<file path="src/verilog/dpx_pkg.sv">
`default_nettype none
package dpx_pkg;

	// ----------------------------------------
	// I/O locations
	// ----------------------------------------
	localparam logic [15:0] IO_PAGE_L0 = 16'h0087;
	localparam logic [15:0] IO_PAGE_L1 = 16'h0083;
	localparam logic [15:0] IO_PAGE_L2 = 16'h0081;
	localparam logic [15:0] IO_PAGE_L3 = 16'h0082;
	localparam logic [15:0] IO_PAGE_L5 = 16'h008B;
	localparam logic [15:0] IO_PAGE_L6 = 16'h0089;
	localparam logic [15:0] IO_PAGE_L7 = 16'h008A;
	localparam logic [15:0] IO_CTRL    = 16'h0300;
	localparam logic [15:0] IO_STAT    = 16'h0301;

	// ----------------------------------------
	// Control fields and reset values
	// ----------------------------------------
	localparam int          CTRL_EN_BIT    = 7;
	localparam int          CTRL_TIMER_BIT = 4;
	localparam int          CTRL_MASK_BIT  = 3;
	localparam int          CTRL_LVL_LSB   = 0;
	localparam logic [7:0]  CTRL_RESET     = 8'h08;
	localparam logic [7:0]  PAGE_RESET     = 8'h00;
	localparam logic [2:0]  CASCADE_LEVEL  = 3'h4;

	// ----------------------------------------
	// Timing
	// ----------------------------------------
	localparam int          CLK_HZ        = 40_000_000;
	localparam int          DMA_CLK_HZ    = 3_000_000;
	localparam int          XFER_DMA_CLKS = 5;
	localparam int          DMA_CLK_CYC   = (CLK_HZ + DMA_CLK_HZ - 1) / DMA_CLK_HZ;
	localparam logic [6:0]  XFER_CYC      = 7'(XFER_DMA_CLKS * DMA_CLK_CYC);

	// ----------------------------------------
	// Types
	// ----------------------------------------
	typedef enum logic [2:0] {
		ST_IDLE = 3'h1,
		ST_HOLD = 3'h2,
		ST_XFER = 3'h4
	} dpx_state_t;

	typedef struct packed {
		logic        wr;
		logic        rd;
		logic [15:0] addr;
		logic [7:0]  wdata;
	} dpx_io_t;

	typedef struct packed {
		logic        wr;
		logic        word;
		logic [23:0] addr;
		logic [15:0] data;
	} dpx_mem_t;

	// Hit flag and level of a page location
	function automatic logic [3:0] dpx_io_level(input logic [15:0] a);
		case (a)
			IO_PAGE_L0: dpx_io_level = 4'h8;
			IO_PAGE_L1: dpx_io_level = 4'h9;
			IO_PAGE_L2: dpx_io_level = 4'hA;
			IO_PAGE_L3: dpx_io_level = 4'hB;
			IO_PAGE_L5: dpx_io_level = 4'hD;
			IO_PAGE_L6: dpx_io_level = 4'hE;
			IO_PAGE_L7: dpx_io_level = 4'hF;
			default:    dpx_io_level = 4'h0;
		endcase
	endfunction

endpackage
`default_nettype wire

</file>
<file path="src/verilog/dpx_page_dma.sv">
`timescale 1ns/10ps
`default_nettype none
// Behaviour
// Byte level: page on A23-16, counter low
// Word level: counter A16-1, page A23-17
// Word level: page bit0 ignored, A0 zero
// Counter never carries into page; wraps
// Page spans 64K bytes or 64K words (128K bytes)
// One 8-bit page per level, none level4
// Levels 0-3 pages at 87h,83h,81h,82h
// Levels 5-7 pages at 8Bh,89h,8Ah
// Page registers readable; software may not rely
// Software setup order ends with page write
// Then board enables, unmask channel last
// Request output floats until board enabled
// Software enables board before channel unmask
// Masked channel keeps request until unmasked
// Request raises hold now; transfer after grant
// Granted transfer lasts five DMA clocks
// Timer rising edge makes a request
// Acknowledge low at request, high when done
// Peripheral may pace through request handshake
// Software parks timer slow during setup
// Page keeps value until rewritten; resets zero
module dpx_page_dma
	import dpx_pkg::*;
#(
	parameter int FIFO_W = 16,
	parameter int FIFO_D = 16
) (
	// ----------------------------------------
	// Clock and reset
	// ----------------------------------------
	input  wire logic          MCLK,
	input  wire logic          RST,
	// ----------------------------------------
	// Host I/O port
	// ----------------------------------------
	input  wire dpx_io_t       IO_REQ,
	output logic [7:0]         IO_RDATA,
	// ----------------------------------------
	// Address counter load
	// ----------------------------------------
	input  wire logic          ADDR_LOAD,
	input  wire logic [15:0]   ADDR_BASE,
	// ----------------------------------------
	// Bus hold handshake
	// ----------------------------------------
	output logic               HOLD_REQ,
	input  wire logic          HOLD_ACK,
	// ----------------------------------------
	// Request line, two signals
	// ----------------------------------------
	output logic               DREQ_O,
	output logic               DREQ_OE_N,
	// ----------------------------------------
	// Memory write
	// ----------------------------------------
	output dpx_mem_t           MEM,
	// ----------------------------------------
	// Peripheral side
	// ----------------------------------------
	input  wire logic          TIMER_OUT,
	input  wire logic          TRANSFER_REQUEST_IN,
	output logic               TRANSFER_ACKNOWLEDGE_OUT_N,
	input  wire logic          PERIPH_VALID,
	input  wire logic [15:0]   PERIPH_DATA,
	output logic               PERIPH_READY
);

	// ----------------------------------------
	// Control register
	// ----------------------------------------
	logic [7:0]  ctrl_r;
	wire         dma_en     = ctrl_r[CTRL_EN_BIT];
	wire         timer_mode = ctrl_r[CTRL_TIMER_BIT];
	wire         ch_mask    = ctrl_r[CTRL_MASK_BIT];
	wire [2:0]   level      = ctrl_r[CTRL_LVL_LSB +: 3];
	wire         word_lvl   = level[2];

	wire [3:0]   wr_dec     = dpx_io_level(IO_REQ.addr);
	wire [3:0]   rd_dec     = dpx_io_level(IO_REQ.addr);
	wire         page_wr    = IO_REQ.wr && wr_dec[3];
	wire         ctrl_wr    = IO_REQ.wr && (IO_REQ.addr == IO_CTRL);

	always_ff @(posedge MCLK)
	begin
		if (RST)
			ctrl_r <= CTRL_RESET;
		else if (ctrl_wr)
			ctrl_r <= IO_REQ.wdata;
	end

	// ----------------------------------------
	// Page registers
	// ----------------------------------------
	logic [7:0] page_w [8];
	logic [63:0] pages_flat;

	genvar g;
	generate
		for (g = 0; g < 8; g++)
		begin : g_page
			if (g == 4)
			begin : g_none
				// Cascade level carries no page
				assign page_w[g] = PAGE_RESET;
			end
			else
			begin : g_reg
				logic [7:0] pg_r;
				always_ff @(posedge MCLK)
				begin
					if (RST)
						pg_r <= PAGE_RESET;
					else if (page_wr && wr_dec[2:0] == 3'(g))
						pg_r <= IO_REQ.wdata;
				end
				assign page_w[g] = pg_r;
			end
			assign pages_flat[g*8 +: 8] = page_w[g];
		end
	endgenerate

	wire [7:0] page_sel = page_w[level];

	// ----------------------------------------
	// Request capture
	// ----------------------------------------
	logic src_prev_r;
	logic pend_r;
	logic ack_n_r;
	wire  req_src  = timer_mode ? TIMER_OUT : TRANSFER_REQUEST_IN;
	wire  req_edge = req_src && !src_prev_r;

	// ----------------------------------------
	// Sequencer
	// ----------------------------------------
	dpx_state_t state_r;
	dpx_state_t state_nxt;
	logic [6:0] cnt_r;
	logic [15:0] addr_cnt_r;
	dpx_mem_t   mem_r;

	logic        f_valid;
	logic [15:0] f_data;

	// Stalls on an empty buffer, so a request never moves stale data
	wire svc_ok = pend_r && !ch_mask && dma_en && f_valid
		&& (level != CASCADE_LEVEL);
	wire grant  = (state_r == ST_HOLD) && HOLD_ACK;
	wire fin    = (state_r == ST_XFER) && (cnt_r == 7'h00);

	always_comb
	begin
		state_nxt = state_r;
		case (state_r)
			ST_IDLE: if (svc_ok) state_nxt = ST_HOLD;
			ST_HOLD: if (HOLD_ACK) state_nxt = ST_XFER;
			ST_XFER: if (fin) state_nxt = ST_IDLE;
			default: state_nxt = ST_IDLE;
		endcase
	end

	// Hold goes up in the same cycle svc_ok is seen, at the soonest one clock after the request edge
	assign HOLD_REQ = (state_r != ST_IDLE) || svc_ok;

	// ----------------------------------------
	// Address forming
	// ----------------------------------------
	// Word page: 128K span, A0 forced low, page bit 0 dropped
	wire [23:0] addr_word = {page_sel[7:1], addr_cnt_r, 1'b0};
	wire [23:0] addr_byte = {page_sel, addr_cnt_r};
	wire [23:0] addr_w    = word_lvl ? addr_word : addr_byte;

	always_ff @(posedge MCLK)
	begin
		if (RST)
		begin
			state_r    <= ST_IDLE;
			cnt_r      <= 7'h00;
			addr_cnt_r <= 16'h0000;
			mem_r      <= '0;
			src_prev_r <= 1'b0;
			pend_r     <= 1'b0;
			ack_n_r    <= 1'b1;
		end
		else
		begin
			state_r    <= state_nxt;
			cnt_r      <= grant ? XFER_CYC - 7'h01 : (fin ? cnt_r : cnt_r - 7'h01);
			src_prev_r <= req_src;
			// Carry stays inside 16 bits; page is never touched
			if (ADDR_LOAD)
				addr_cnt_r <= ADDR_BASE;
			else if (fin)
				addr_cnt_r <= addr_cnt_r + 16'h0001;
			mem_r.wr   <= fin;
			if (fin)
			begin
				mem_r.word <= word_lvl;
				mem_r.addr <= addr_w;
				mem_r.data <= word_lvl ? f_data : {8'h00, f_data[7:0]};
			end
			// Request held while masked; new edge beats the clear
			pend_r  <= req_edge || (pend_r && !grant);
			ack_n_r <= req_edge ? 1'b0 : (fin ? 1'b1 : ack_n_r);
		end
	end

	assign MEM                        = mem_r;
	assign TRANSFER_ACKNOWLEDGE_OUT_N = ack_n_r;
	assign DREQ_O                     = pend_r;
	assign DREQ_OE_N                  = !dma_en;

	// ----------------------------------------
	// Data buffer
	// ----------------------------------------
	dpx_fifo #(
		.W (FIFO_W),
		.D (FIFO_D)
	) u_fifo (
		.clk       (MCLK),
		.rst       (RST),
		.in_valid  (PERIPH_VALID),
		.in_data   (PERIPH_DATA),
		.in_ready  (PERIPH_READY),
		.out_valid (f_valid),
		.out_data  (f_data),
		.out_ready (fin)
	);

	// ----------------------------------------
	// Read back
	// ----------------------------------------
	logic [7:0] rdata_r;
	wire  [7:0] stat_w = {3'h0, f_valid, pend_r, state_r};
	// Pages read back, though software is told not to count on it
	wire  [7:0] rd_mux = rd_dec[3] ? page_w[rd_dec[2:0]] :
		(IO_REQ.addr == IO_CTRL) ? ctrl_r :
		(IO_REQ.addr == IO_STAT) ? stat_w : 8'h00;

	always_ff @(posedge MCLK)
	begin
		if (RST)
			rdata_r <= 8'h00;
		else if (IO_REQ.rd)
			rdata_r <= rd_mux;
	end

	assign IO_RDATA = rdata_r;

	// ----------------------------------------
	// Checks
	// ----------------------------------------
	property p_byte_addr;
		@(posedge MCLK) disable iff (RST)
		(fin && !word_lvl && !IO_REQ.wr) |=> MEM.wr
			&& MEM.addr == {$past(page_sel), $past(addr_cnt_r)};
	endproperty
	a_byte_addr: assert property (p_byte_addr) else $error("byte address wrong");

	property p_word_addr;
		@(posedge MCLK) disable iff (RST)
		(fin && word_lvl && !IO_REQ.wr) |=> MEM.wr && !MEM.addr[0]
			&& MEM.addr[16:1] == $past(addr_cnt_r)
			&& MEM.addr[23:17] == $past(page_sel[7:1]);
	endproperty
	a_word_addr: assert property (p_word_addr) else $error("word address wrong");

	property p_wrap;
		@(posedge MCLK) disable iff (RST)
		(fin && !ADDR_LOAD && !IO_REQ.wr) |=>
			addr_cnt_r == $past(addr_cnt_r) + 16'h0001 && $stable(pages_flat);
	endproperty
	a_wrap: assert property (p_wrap) else $error("carry reached page");

	property p_page_wr;
		@(posedge MCLK) disable iff (RST)
		page_wr |=> page_w[$past(wr_dec[2:0])] == $past(IO_REQ.wdata);
	endproperty
	a_page_wr: assert property (p_page_wr) else $error("page write lost");

	property p_page_hold;
		@(posedge MCLK) disable iff (RST)
		!page_wr |=> $stable(pages_flat) && page_w[4] == 8'h00;
	endproperty
	a_page_hold: assert property (p_page_hold) else $error("page changed");

	property p_float;
		@(posedge MCLK) disable iff (RST)
		ctrl_wr |=> DREQ_OE_N == !$past(IO_REQ.wdata[CTRL_EN_BIT]);
	endproperty
	a_float: assert property (p_float) else $error("request driven while off");

	property p_masked;
		@(posedge MCLK) disable iff (RST)
		(pend_r && ch_mask && state_r == ST_IDLE && !ctrl_wr) |=> pend_r && !HOLD_REQ;
	endproperty
	a_masked: assert property (p_masked) else $error("masked request lost");

	property p_hold;
		@(posedge MCLK) disable iff (RST)
		(state_r == ST_HOLD && !HOLD_ACK) |=> state_r == ST_HOLD && HOLD_REQ;
	endproperty
	a_hold: assert property (p_hold) else $error("transfer before grant");

	// Grant to write strobe: 70 transfer cycles plus output register
	property p_len;
		@(posedge MCLK) disable iff (RST)
		grant |=> (state_r == ST_XFER)[*8] ##62 fin ##1 MEM.wr;
	endproperty
	a_len: assert property (p_len) else $error("transfer length wrong");

	property p_timer;
		@(posedge MCLK) disable iff (RST)
		(timer_mode && TIMER_OUT && !src_prev_r) |=> pend_r && !TRANSFER_ACKNOWLEDGE_OUT_N;
	endproperty
	a_timer: assert property (p_timer) else $error("timer edge missed");

	property p_ack_end;
		@(posedge MCLK) disable iff (RST)
		(fin && !req_edge) |=> TRANSFER_ACKNOWLEDGE_OUT_N;
	endproperty
	a_ack_end: assert property (p_ack_end) else $error("acknowledge not released");

endmodule // dpx_page_dma
`default_nettype wire

</file>
<file path="src/verilog/dpx_fifo.sv">
`timescale 1ns/10ps
`default_nettype none
module dpx_fifo
	import dpx_pkg::*;
#(
	parameter int W = 16,
	parameter int D = 16
) (
	// ----------------------------------------
	// Clock and reset
	// ----------------------------------------
	input  wire logic         clk,
	input  wire logic         rst,
	// ----------------------------------------
	// Fill side
	// ----------------------------------------
	input  wire logic         in_valid,
	input  wire logic [W-1:0] in_data,
	output logic              in_ready,
	// ----------------------------------------
	// Drain side
	// ----------------------------------------
	output logic              out_valid,
	output logic [W-1:0]      out_data,
	input  wire logic         out_ready
);
	localparam int AW = $clog2(D);

	logic [W-1:0] mem [D];
	logic [AW-1:0] wp_r;
	logic [AW-1:0] rp_r;
	logic [AW:0]   cnt_r;
	logic          ov_r;
	logic [W-1:0]  od_r;

	wire push = in_valid && in_ready;
	wire load = (cnt_r != '0) && (!ov_r || out_ready);

	// Output register counts toward the depth, so D words in all
	assign in_ready  = (cnt_r + (AW+1)'(ov_r)) != (AW+1)'(D);
	assign out_valid = ov_r;
	assign out_data  = od_r;

	// Head word held in a register so the read is clean
	always_ff @(posedge clk)
	begin
		if (push)
			mem[wp_r] <= in_data;
		if (load)
			od_r <= mem[rp_r];
	end

	always_ff @(posedge clk)
	begin
		if (rst)
		begin
			wp_r  <= '0;
			rp_r  <= '0;
			cnt_r <= '0;
			ov_r  <= 1'b0;
		end
		else
		begin
			wp_r  <= push ? wp_r + 1'b1 : wp_r;
			rp_r  <= load ? rp_r + 1'b1 : rp_r;
			cnt_r <= cnt_r + (AW+1)'(push) - (AW+1)'(load);
			ov_r  <= load || (ov_r && !out_ready);
		end
	end

endmodule // dpx_fifo
`default_nettype wire

</file>
<file path="config.mk">
export PLATFORM = sky130hd
export DESIGN_NAME = dpx_page_dma
export DESIGN_NICKNAME = d
export VERILOG_FILES = /design/src/verilog/dpx_pkg.sv /design/src/verilog/dpx_page_dma.sv /design/src/verilog/dpx_fifo.sv
export SDC_FILE = /design/constraint.sdc
export NUM_CORES = 1
export LEC_CHECK = 0
export ABC_CLOCK_PERIOD_IN_PS = 7000
export BUFFER_PORTS_ARGS = -buffer_cell sky130_fd_sc_hd__buf_4
export CAP_MARGIN = 20
export CORE_MARGIN = 8
export CORE_UTILIZATION = 41
export CTS_BUF_LIST = sky130_fd_sc_hd__clkbuf_16
export DETAILED_ROUTE_END_ITERATION = 12
export GPL_ROUTABILITY_DRIVEN = 0
export PLACE_DENSITY = 0.68
export SLEW_MARGIN = 20
export SYNTH_ARGS = -nofsm -noshare
export SYNTH_HDL_FRONTEND = slang
export SYNTH_SLANG_ARGS = --single-unit
</file>
<file path="constraint.sdc">
create_clock -name MCLK -period 7 [get_ports MCLK]
set_input_delay 0.7 -clock MCLK [delete_from_list [all_inputs] [get_ports MCLK]]
set_output_delay 0.7 -clock MCLK [all_outputs]
set_load 0.05 [all_outputs]
</file>
==> results of run 1 <==
flip-flops by register name, summed over array words and instances, names as in the netlist:
register and count:
TRANSFER_ACKNOWLEDGE_OUT_N 1, u_fifo.cnt_r 5, u_fifo.wp_r 4, u_fifo.rp_r 4, src_prev_r 1, g_page.g_reg.pg_r 56
MEM 42, u_fifo.out_valid 1, addr_cnt_r 16, IO_RDATA 8, ctrl_r 8, state_r 3
u_fifo.mem 256, DREQ_O 1, cnt_r 7, u_fifo.out_data 16
power groups by stage:
| stage | Clock [uW] | Sequential (uW) | Combinational [uW] |
|---|---|---|---|
| 2_1_floorplan | 0 | 2950 | 769 |
| 3_3_place_gp | 0 | 2970 | 1020 |
| 3_5_place_dp | 0 | 2980 | 1040 |
| 4_1_cts | 2370 | 2930 | 1050 |
| 5_1_grt | 2470 | 2940 | 1140 |
| 6_report | 2320 | 2930 | 1050 |
how the worst max path moves through the flow:
stage          slack [ns]        startpoint         endpoint
2_1_floorplan        3.27          cnt_r[2]  u_fifo.cnt_r[4]
3_3_place_gp         3.37          cnt_r[2]  u_fifo.cnt_r[4]
3_5_place_dp         3.23  u_fifo.out_valid  u_fifo.cnt_r[4]
4_1_cts              3.20  u_fifo.out_valid  u_fifo.cnt_r[4]
5_1_grt              2.82  u_fifo.out_valid  u_fifo.cnt_r[4]
6_report             3.16  u_fifo.out_valid  u_fifo.cnt_r[4]
critical path, cell delays in order (launching register included):
cell,delay [ns]
dfxtp_1,0.50
ha_1,0.24
ha_1,0.20
and3b_1,0.17
o21ai_0,0.09
a2111oi_1,0.76
nor2_1,0.44
ha_1,0.33
inv_1,0.08
fa_1,0.22
inv_1,0.05
a21oi_1,0.14
nor2_1,0.06
or3_1,0.33
a21oi_1,0.14
logic make-up (layout without fill, tap and decap cells):
logic type / count (synthesis) / count (layout) / share of synthesized area, %
mux: 179 / 179 / 16.4
flops: 429 / 429 / 63.2
simple gates: 301 / 301 / 8.56
fa+ha+maj: 21 / 21 / 1.48
xor+xnor: 26 / 26 / 1.27
buf+inv: 125 / 246 / 2.70
compound gates: 184 / 184 / 6.43
per-layer routing:
metal | track usage (%) | routed length, um
met1 | 22.5 | 18300
met2 | 24.9 | 18900
met3 | 3.67 | 2920
met4 | 5.74 | 1250
met5 | 0 | 0
per-stage QoR:
stage	cell area, um^2	std cells	worst slack, ns	power [uW]
finish	20700	1971	3.16	6300
global route	20700	1971	2.82	6550
CTS	20700	1971	3.20	6350
detailed placement	19300	1892	3.23	4030
global placement	19300	1892	3.37	4000
floorplan	17900	1265	3.27	3720
layout by cell type, fill, tap and decap left out, types with 4 or more instances in the layout:
cell type  count
nor4_1         6
a41oi_1        5
a311oi_1       5
o21a_1        11
nand2_1       62
a21oi_1       82
xor2_1        10
ha_1          18
mux2_2        31
bufinv_16      4
nand3_1       45
xnor2_1       16
nor2b_1        6
nand4_1        7
clkinv_2       8
inv_1         47
buf_4        128
o21ai_0       17
nor3_2         4
clkbuf_16     45
edfxtp_1     272
a211oi_1      25
clkinv_1       7
mux4_2        88
and3_1        17
a22oi_1       23
nor3_1        17
dfxtp_1      154
nor2_1       103
mux2i_1       60
final cells by class:
cell class	count	area [um^2]
repair buffers	129	972
clock buffers	45	1130
flip-flops and latches	429	11300
clock inverters	34	312
inverters	38	143
multi-input cells	711	6130
well taps	585	732
fillers	3686	22300
==> impl_metrics.py, run 1 <==
metrics = {
    "drt": {
        "wl_per_cell_um": 21.0,
        "drt_iter0_drc": 1051,
        "drc": 0,
        "drt_wl_total_um": 41400,
        "vias": 10884,
        "ant_nets": 0,
        "routed_via_density": 5.52,
        "firstDrtPassIters": 5,
    },
    "grt": {
        "grt_max_degree": 103,
        "grt_overflow": 0,
        "grt_first_pass_wirelength_um": 64500,
        "grt_pass1_vias": 10956,
        "antenna_found_initial": 1,
        "grt_usage_pct": 16.2,
    },
    "synth": {
        "synth.most_common_cell": "edfxtp_1",
        "ys.flop_type": "edfxtp_1",
        "yosys_warnings": 0,
        "syn_avg_cell_area_um2": 14.2,
        "yosysTopAreaCell": "edfxtp_1",
        "yosys-top-cells-area": "edfxtp_1 (46%), dfxtp_1 (18%), mux4_2 (11%), mux2i_1 (3.4%), a21oi_1 (2.3%)",
        "synth_edf_count": 272,
        "synth_top_area_share_pct": 45.6,
        "ys_seq_area_share_pct": 63.2,
        "synth_commonest_cells": "edfxtp_1 (272), dfxtp_1 (157), nor2_1 (103)",
        "yosys_register_bits": 429,
        "netlist_area_um2": 17900,
        "synth_cell_type_count": 61,
        "syn_inst": 1265,
        "synth_nets": 1349,
        "ys_async_sr_fraction_pct": 0,
    },
    "clock_network": {
        "clk_pin_slew_ns": 0.06,
        "cts_setup_buffers": 0,
        "insertion_delay_ns": 0.59,
        "root_buffer": "clkbuf_16",
        "hold_buffers": 0,
        "h-tree-depth": 2,
        "cts_resized": 0,
        "cts_buffer_depth": 3,
        "cts_tree": "yes",
        "clock-sinks": 429,
        "cts_buffers": 44,
    },
    "timing": {
        "finalSetupTns_ns": 0,
        "rsz0062_at_grt": "no",
        "clock-skew-final_ns": 0.0305,
        "relSlewSlack_pct": 24.8,
        "setup_viol": 0,
        "min_period_ns": 3.84,
        "hold_ws_ns": 0.393,
        "worstMarginPinSlew_ns": 1.12,
        "fmax_mhz": 260,
        "hold_viol": 0,
        "drv_slew": 0,
        "post-route-period-util_pct": 54.9,
    },
    "setup_path": {
        "worstSetupEndpointType": "flip-flop",
        "worstSetupPathType": "flip-flop to flip-flop",
        "r2r_start": "u_fifo.out_valid",
        "cp.arrival_ns": 4.33,
        "startpoint_type": "flip-flop",
        "r2r-end": "u_fifo.cnt_r[4]",
        "reg2reg_slack_ns": 3.16,
        "crit_fanout": 19,
        "r2r_cells": 14,
        "crit_required_ns": 7.49,
    },
    "power": {
        "p_per_area_nw_per_um2": 304,
        "power.internal_uw": 4670,
        "combPwrFrac_pct": 16.6,
        "p_clk_share_pct": 36.9,
        "seq_power_share_pct": 46.5,
        "vdd_drop_max_uv": 234,
        "p_sw_share_pct": 25.8,
        "p_leak_uw": 0.00707,
        "p_switching_uw": 1630,
    },
    "min_path": {
        "worstHoldStart": "ADDR_BASE[2]",
        "worstHoldEndpoint": "addr_cnt_r[2]",
        "min_path_type": "input port to flip-flop",
        "worstHoldPathCells": 3,
    },
    "floorplanning": {
        "initial_core_util_pct": 41.6,
        "die_area_um2": 50600,
        "io_pins": 120,
        "die_h_um": 225,
        "fp.dieW_um": 225,
        "rows": 76,
        "core_area_um2": 43100,
    },
    "outcome": {
        "status": "complete, no violations",
    },
    "cells_and_area": {
        "final_nets": 1437,
        "antenna_cells": 0,
        "area_growth_pct": 15.8,
        "drive_above_1_share_pct": 24.0,
        "fin_util_pct": 48.1,
    },
    "placed_design": {
        "portBuffers": 119,
        "hpwl_um": 26500,
    },
    "flow_run": {
        "cap_violations": 0,
    },
}
Note: power is estimated with default switching activity, not from simulation.
==> run 2: changes to the inputs <==
--- a/config.mk
+++ b/config.mk
@@ -5,7 +5,7 @@
 export SDC_FILE = /design/constraint.sdc
 export NUM_CORES = 1
 export LEC_CHECK = 0
-export ABC_CLOCK_PERIOD_IN_PS = 7000
+export ABC_CLOCK_PERIOD_IN_PS = 3700
 export BUFFER_PORTS_ARGS = -buffer_cell sky130_fd_sc_hd__buf_4
 export CAP_MARGIN = 20
 export CORE_MARGIN = 8
==> constraint.sdc (replaced) <==
create_clock -name MCLK -period 3.7 [get_ports MCLK]
set_input_delay 0.37 -clock MCLK [delete_from_list [all_inputs] [get_ports MCLK]]
set_output_delay 0.37 -clock MCLK [all_outputs]
set_load 0.05 [all_outputs]
==> run 2 against run 1 <==
  * Fmax grew 17%
  * Sequential share of layout area shrank 0.28 points
  * Routed wire length grew 2.1%
  * Register-to-register slack lost 2.7 ns
  * Critical path depth grew 1
  * Sequential cell count is the same
  * Sequential power grew 91%
  * Count of clock-buffer cells in the layout is the same
==> impl_metrics.py, run 2 (synthesis results as in run 1) <==
metrics = {
    "outcome": {
        "status": "complete, no violations",
    },
    "cells_and_area": {
        "final_common_cell": "edfxtp_1",
        "fill_cells": 3652,
        "area_growth_pct": 16.4,
        "final_cell_mix": "edfxtp_1 (272), buf_4 (156), dfxtp_1 (153)",
        "finish.instance_area_um2": 20800,
        "multi_input_area_um2": 6120,
        "regMostFlops": "u_fifo.mem",
        "final_nets": 1466,
        "instances_no_fill": 2000,
        "register_area_um2": 11300,
        "drive_above_1_share_pct": 25.2,
        "largest_reg_flops": 256,
    },
    "setup_path": {
        "max_stage_delay_ns": 0.68,
        "worstSetupEndpointType": "flip-flop",
        "crit_fanout": 19,
        "cpMostUsedCell": "ha_1",
        "crit_buf_inv": 3,
        "worstSetupPathType": "flip-flop to flip-flop",
        "cp.arrival_ns": 3.77,
        "cp_top_family": "compound AO/OA/AOI/OAI gates",
        "cp_slowest_cell": "a2111oi_1",
        "startpoint_type": "flip-flop",
        "crit_path_cell_trace": "ha_1, ha_1, and3b_1, o21ai_0, a2111oi_1, nor2_1, buf_4, ha_1, inv_1, fa_1, inv_1, a21oi_1, nor2_1, or3_1, a21oi_1",
        "crit_required_ns": 4.19,
    },
    "grt": {
        "grt_max_degree": 79,
        "grt_usage_pct": 16.5,
        "grt_first_pass_wirelength_um": 65100,
        "grt_overflow": 0,
        "antenna_found_initial": 2,
        "grt_pass1_vias": 10925,
    },
    "timing": {
        "clock-skew-final_ns": 0.0144,
        "finalSetupTns_ns": 0,
        "setup_viol": 0,
        "setup_ws_ns": 0.417,
        "min_period_ns": 3.28,
        "rsz0062_at_grt": "no",
        "hold_viol": 0,
        "relSlewSlack_pct": 24.5,
        "drv_slew": 0,
        "worstMarginPinSlew_ns": 1.13,
        "fmax_mhz": 305,
        "post-route-period-util_pct": 88.7,
    },
    "placed_design": {
        "portBuffers": 119,
        "hpwl_um": 26600,
        "place_ws_ns": 0.432,
        "dp_cells": 1921,
        "dpl_cell_area_um2": 19500,
    },
    "clock_network": {
        "insertion_delay_ns": 0.57,
        "clk_pin_slew_ns": 0.06,
        "cts_tree": "yes",
        "cts_buffers": 44,
        "hold_buffers": 0,
        "cts_resized": 0,
        "cts_buffer_depth": 3,
        "root_buffer": "clkbuf_16",
        "cts_setup_buffers": 0,
        "h-tree-depth": 2,
        "clock-sinks": 429,
    },
    "power": {
        "p_switching_uw": 2950,
        "combPwrFrac_pct": 16.6,
        "power.internal_uw": 8580,
        "p_per_area_nw_per_um2": 553,
        "seq_power_share_pct": 48.6,
        "p_clk_share_pct": 34.9,
        "vdd_drop_max_uv": 358,
        "p_leak_uw": 0.00718,
        "p_sw_share_pct": 25.6,
    },
    "drt": {
        "drc": 0,
        "ant_nets": 0,
        "vias": 10972,
        "firstDrtPassIters": 5,
        "drt_iter0_drc": 1003,
        "drt_wl_total_um": 42200,
        "routed_via_density": 5.49,
        "wl_per_cell_um": 21.1,
    },
    "floorplanning": {
        "core_area_um2": 43100,
        "die_area_um2": 50600,
        "io_pins": 120,
        "fp.dieW_um": 225,
        "die_h_um": 225,
        "initial_core_util_pct": 41.6,
        "rows": 76,
    },
    "min_path": {
        "min_path_type": "input port to flip-flop",
    },
    "flow_run": {
        "cap_violations": 0,
    },
}
[run 2: cell types whose count changed in the layout (fill, tap and decap cells not counted), moves of 2 or more]
cell | before | now
buf_4 | 128 | 156
clkinv_2 | 8 | 6
clkinv_1 | 7 | 10
bufinv_16 | 4 | 0
buf_12 | 0 | 2
inv_1 | 47 | 50
[run 2: worst register-to-register path: stages (launching register included)]
cell and delay, ns:
dfxtp_1 0.35, ha_1 0.19, ha_1 0.19, and3b_1 0.16, o21ai_0 0.08, a2111oi_1 0.68, nor2_1 0.08, buf_4 0.21
ha_1 0.21, inv_1 0.08, fa_1 0.21, inv_1 0.05, a21oi_1 0.14, nor2_1 0.06, or3_1 0.34, a21oi_1 0.17
[run 2: layer usage]
metal  GRT usage [%]  share of wire (%)  wire length (um)
met5               0              0.024                10
met4            4.96                2.6              1080
met3            3.97                7.9              3350
met2            26.2                 47             19700
met1            22.3                 43             18100
[run 2: final cells by class]
cell class | count | area share (%)
flip-flops and latches | 429 | 54.3
multi-input cells | 711 | 29.4
repair buffers | 158 | 5.81
clock buffers | 45 | 5.40
well taps | 585 | 3.51
clock inverters | 33 | 0.895
inverters | 38 | 0.685
diodes | 1 | 0.0120
[run 2: path summary, 6_finish.rpt]
check	startpoint	to	slack (ns)	cells past startpoint
hold / removal	ADDR_BASE[2]	addr_cnt_r[2]	0.08	3
setup / recovery	u_fifo.cnt_r[0]	u_fifo.cnt_r[4]	0.42	15
hold reg to reg	MEM[4]	MEM[4]	0.46	2
setup reg to reg	u_fifo.cnt_r[0]	u_fifo.cnt_r[4]	0.42	15
[run 2: power by group through the flow]
stage                     sequential (uW)  combinational [uW]  clock, uW
after floorplan                      5580                1460          0
after detailed placement             5700                1920          0
after global placement               5690                1880          0
final                                5600                1910       4020
after global routing                 5640                2070       4290
after CTS                            5600                1940       4110
[run 2: metrics by stage]
step                utilization [%]  hold slack (ns)  power (uW)
CTS                            48.4           0.0535       11700
floorplan                         -            0.437        7030
finish                         48.4           0.0840       11500
global route                   48.4           0.0645       12000
detailed placement             45.3            0.451        7620
global placement               45.3            0.443        7580
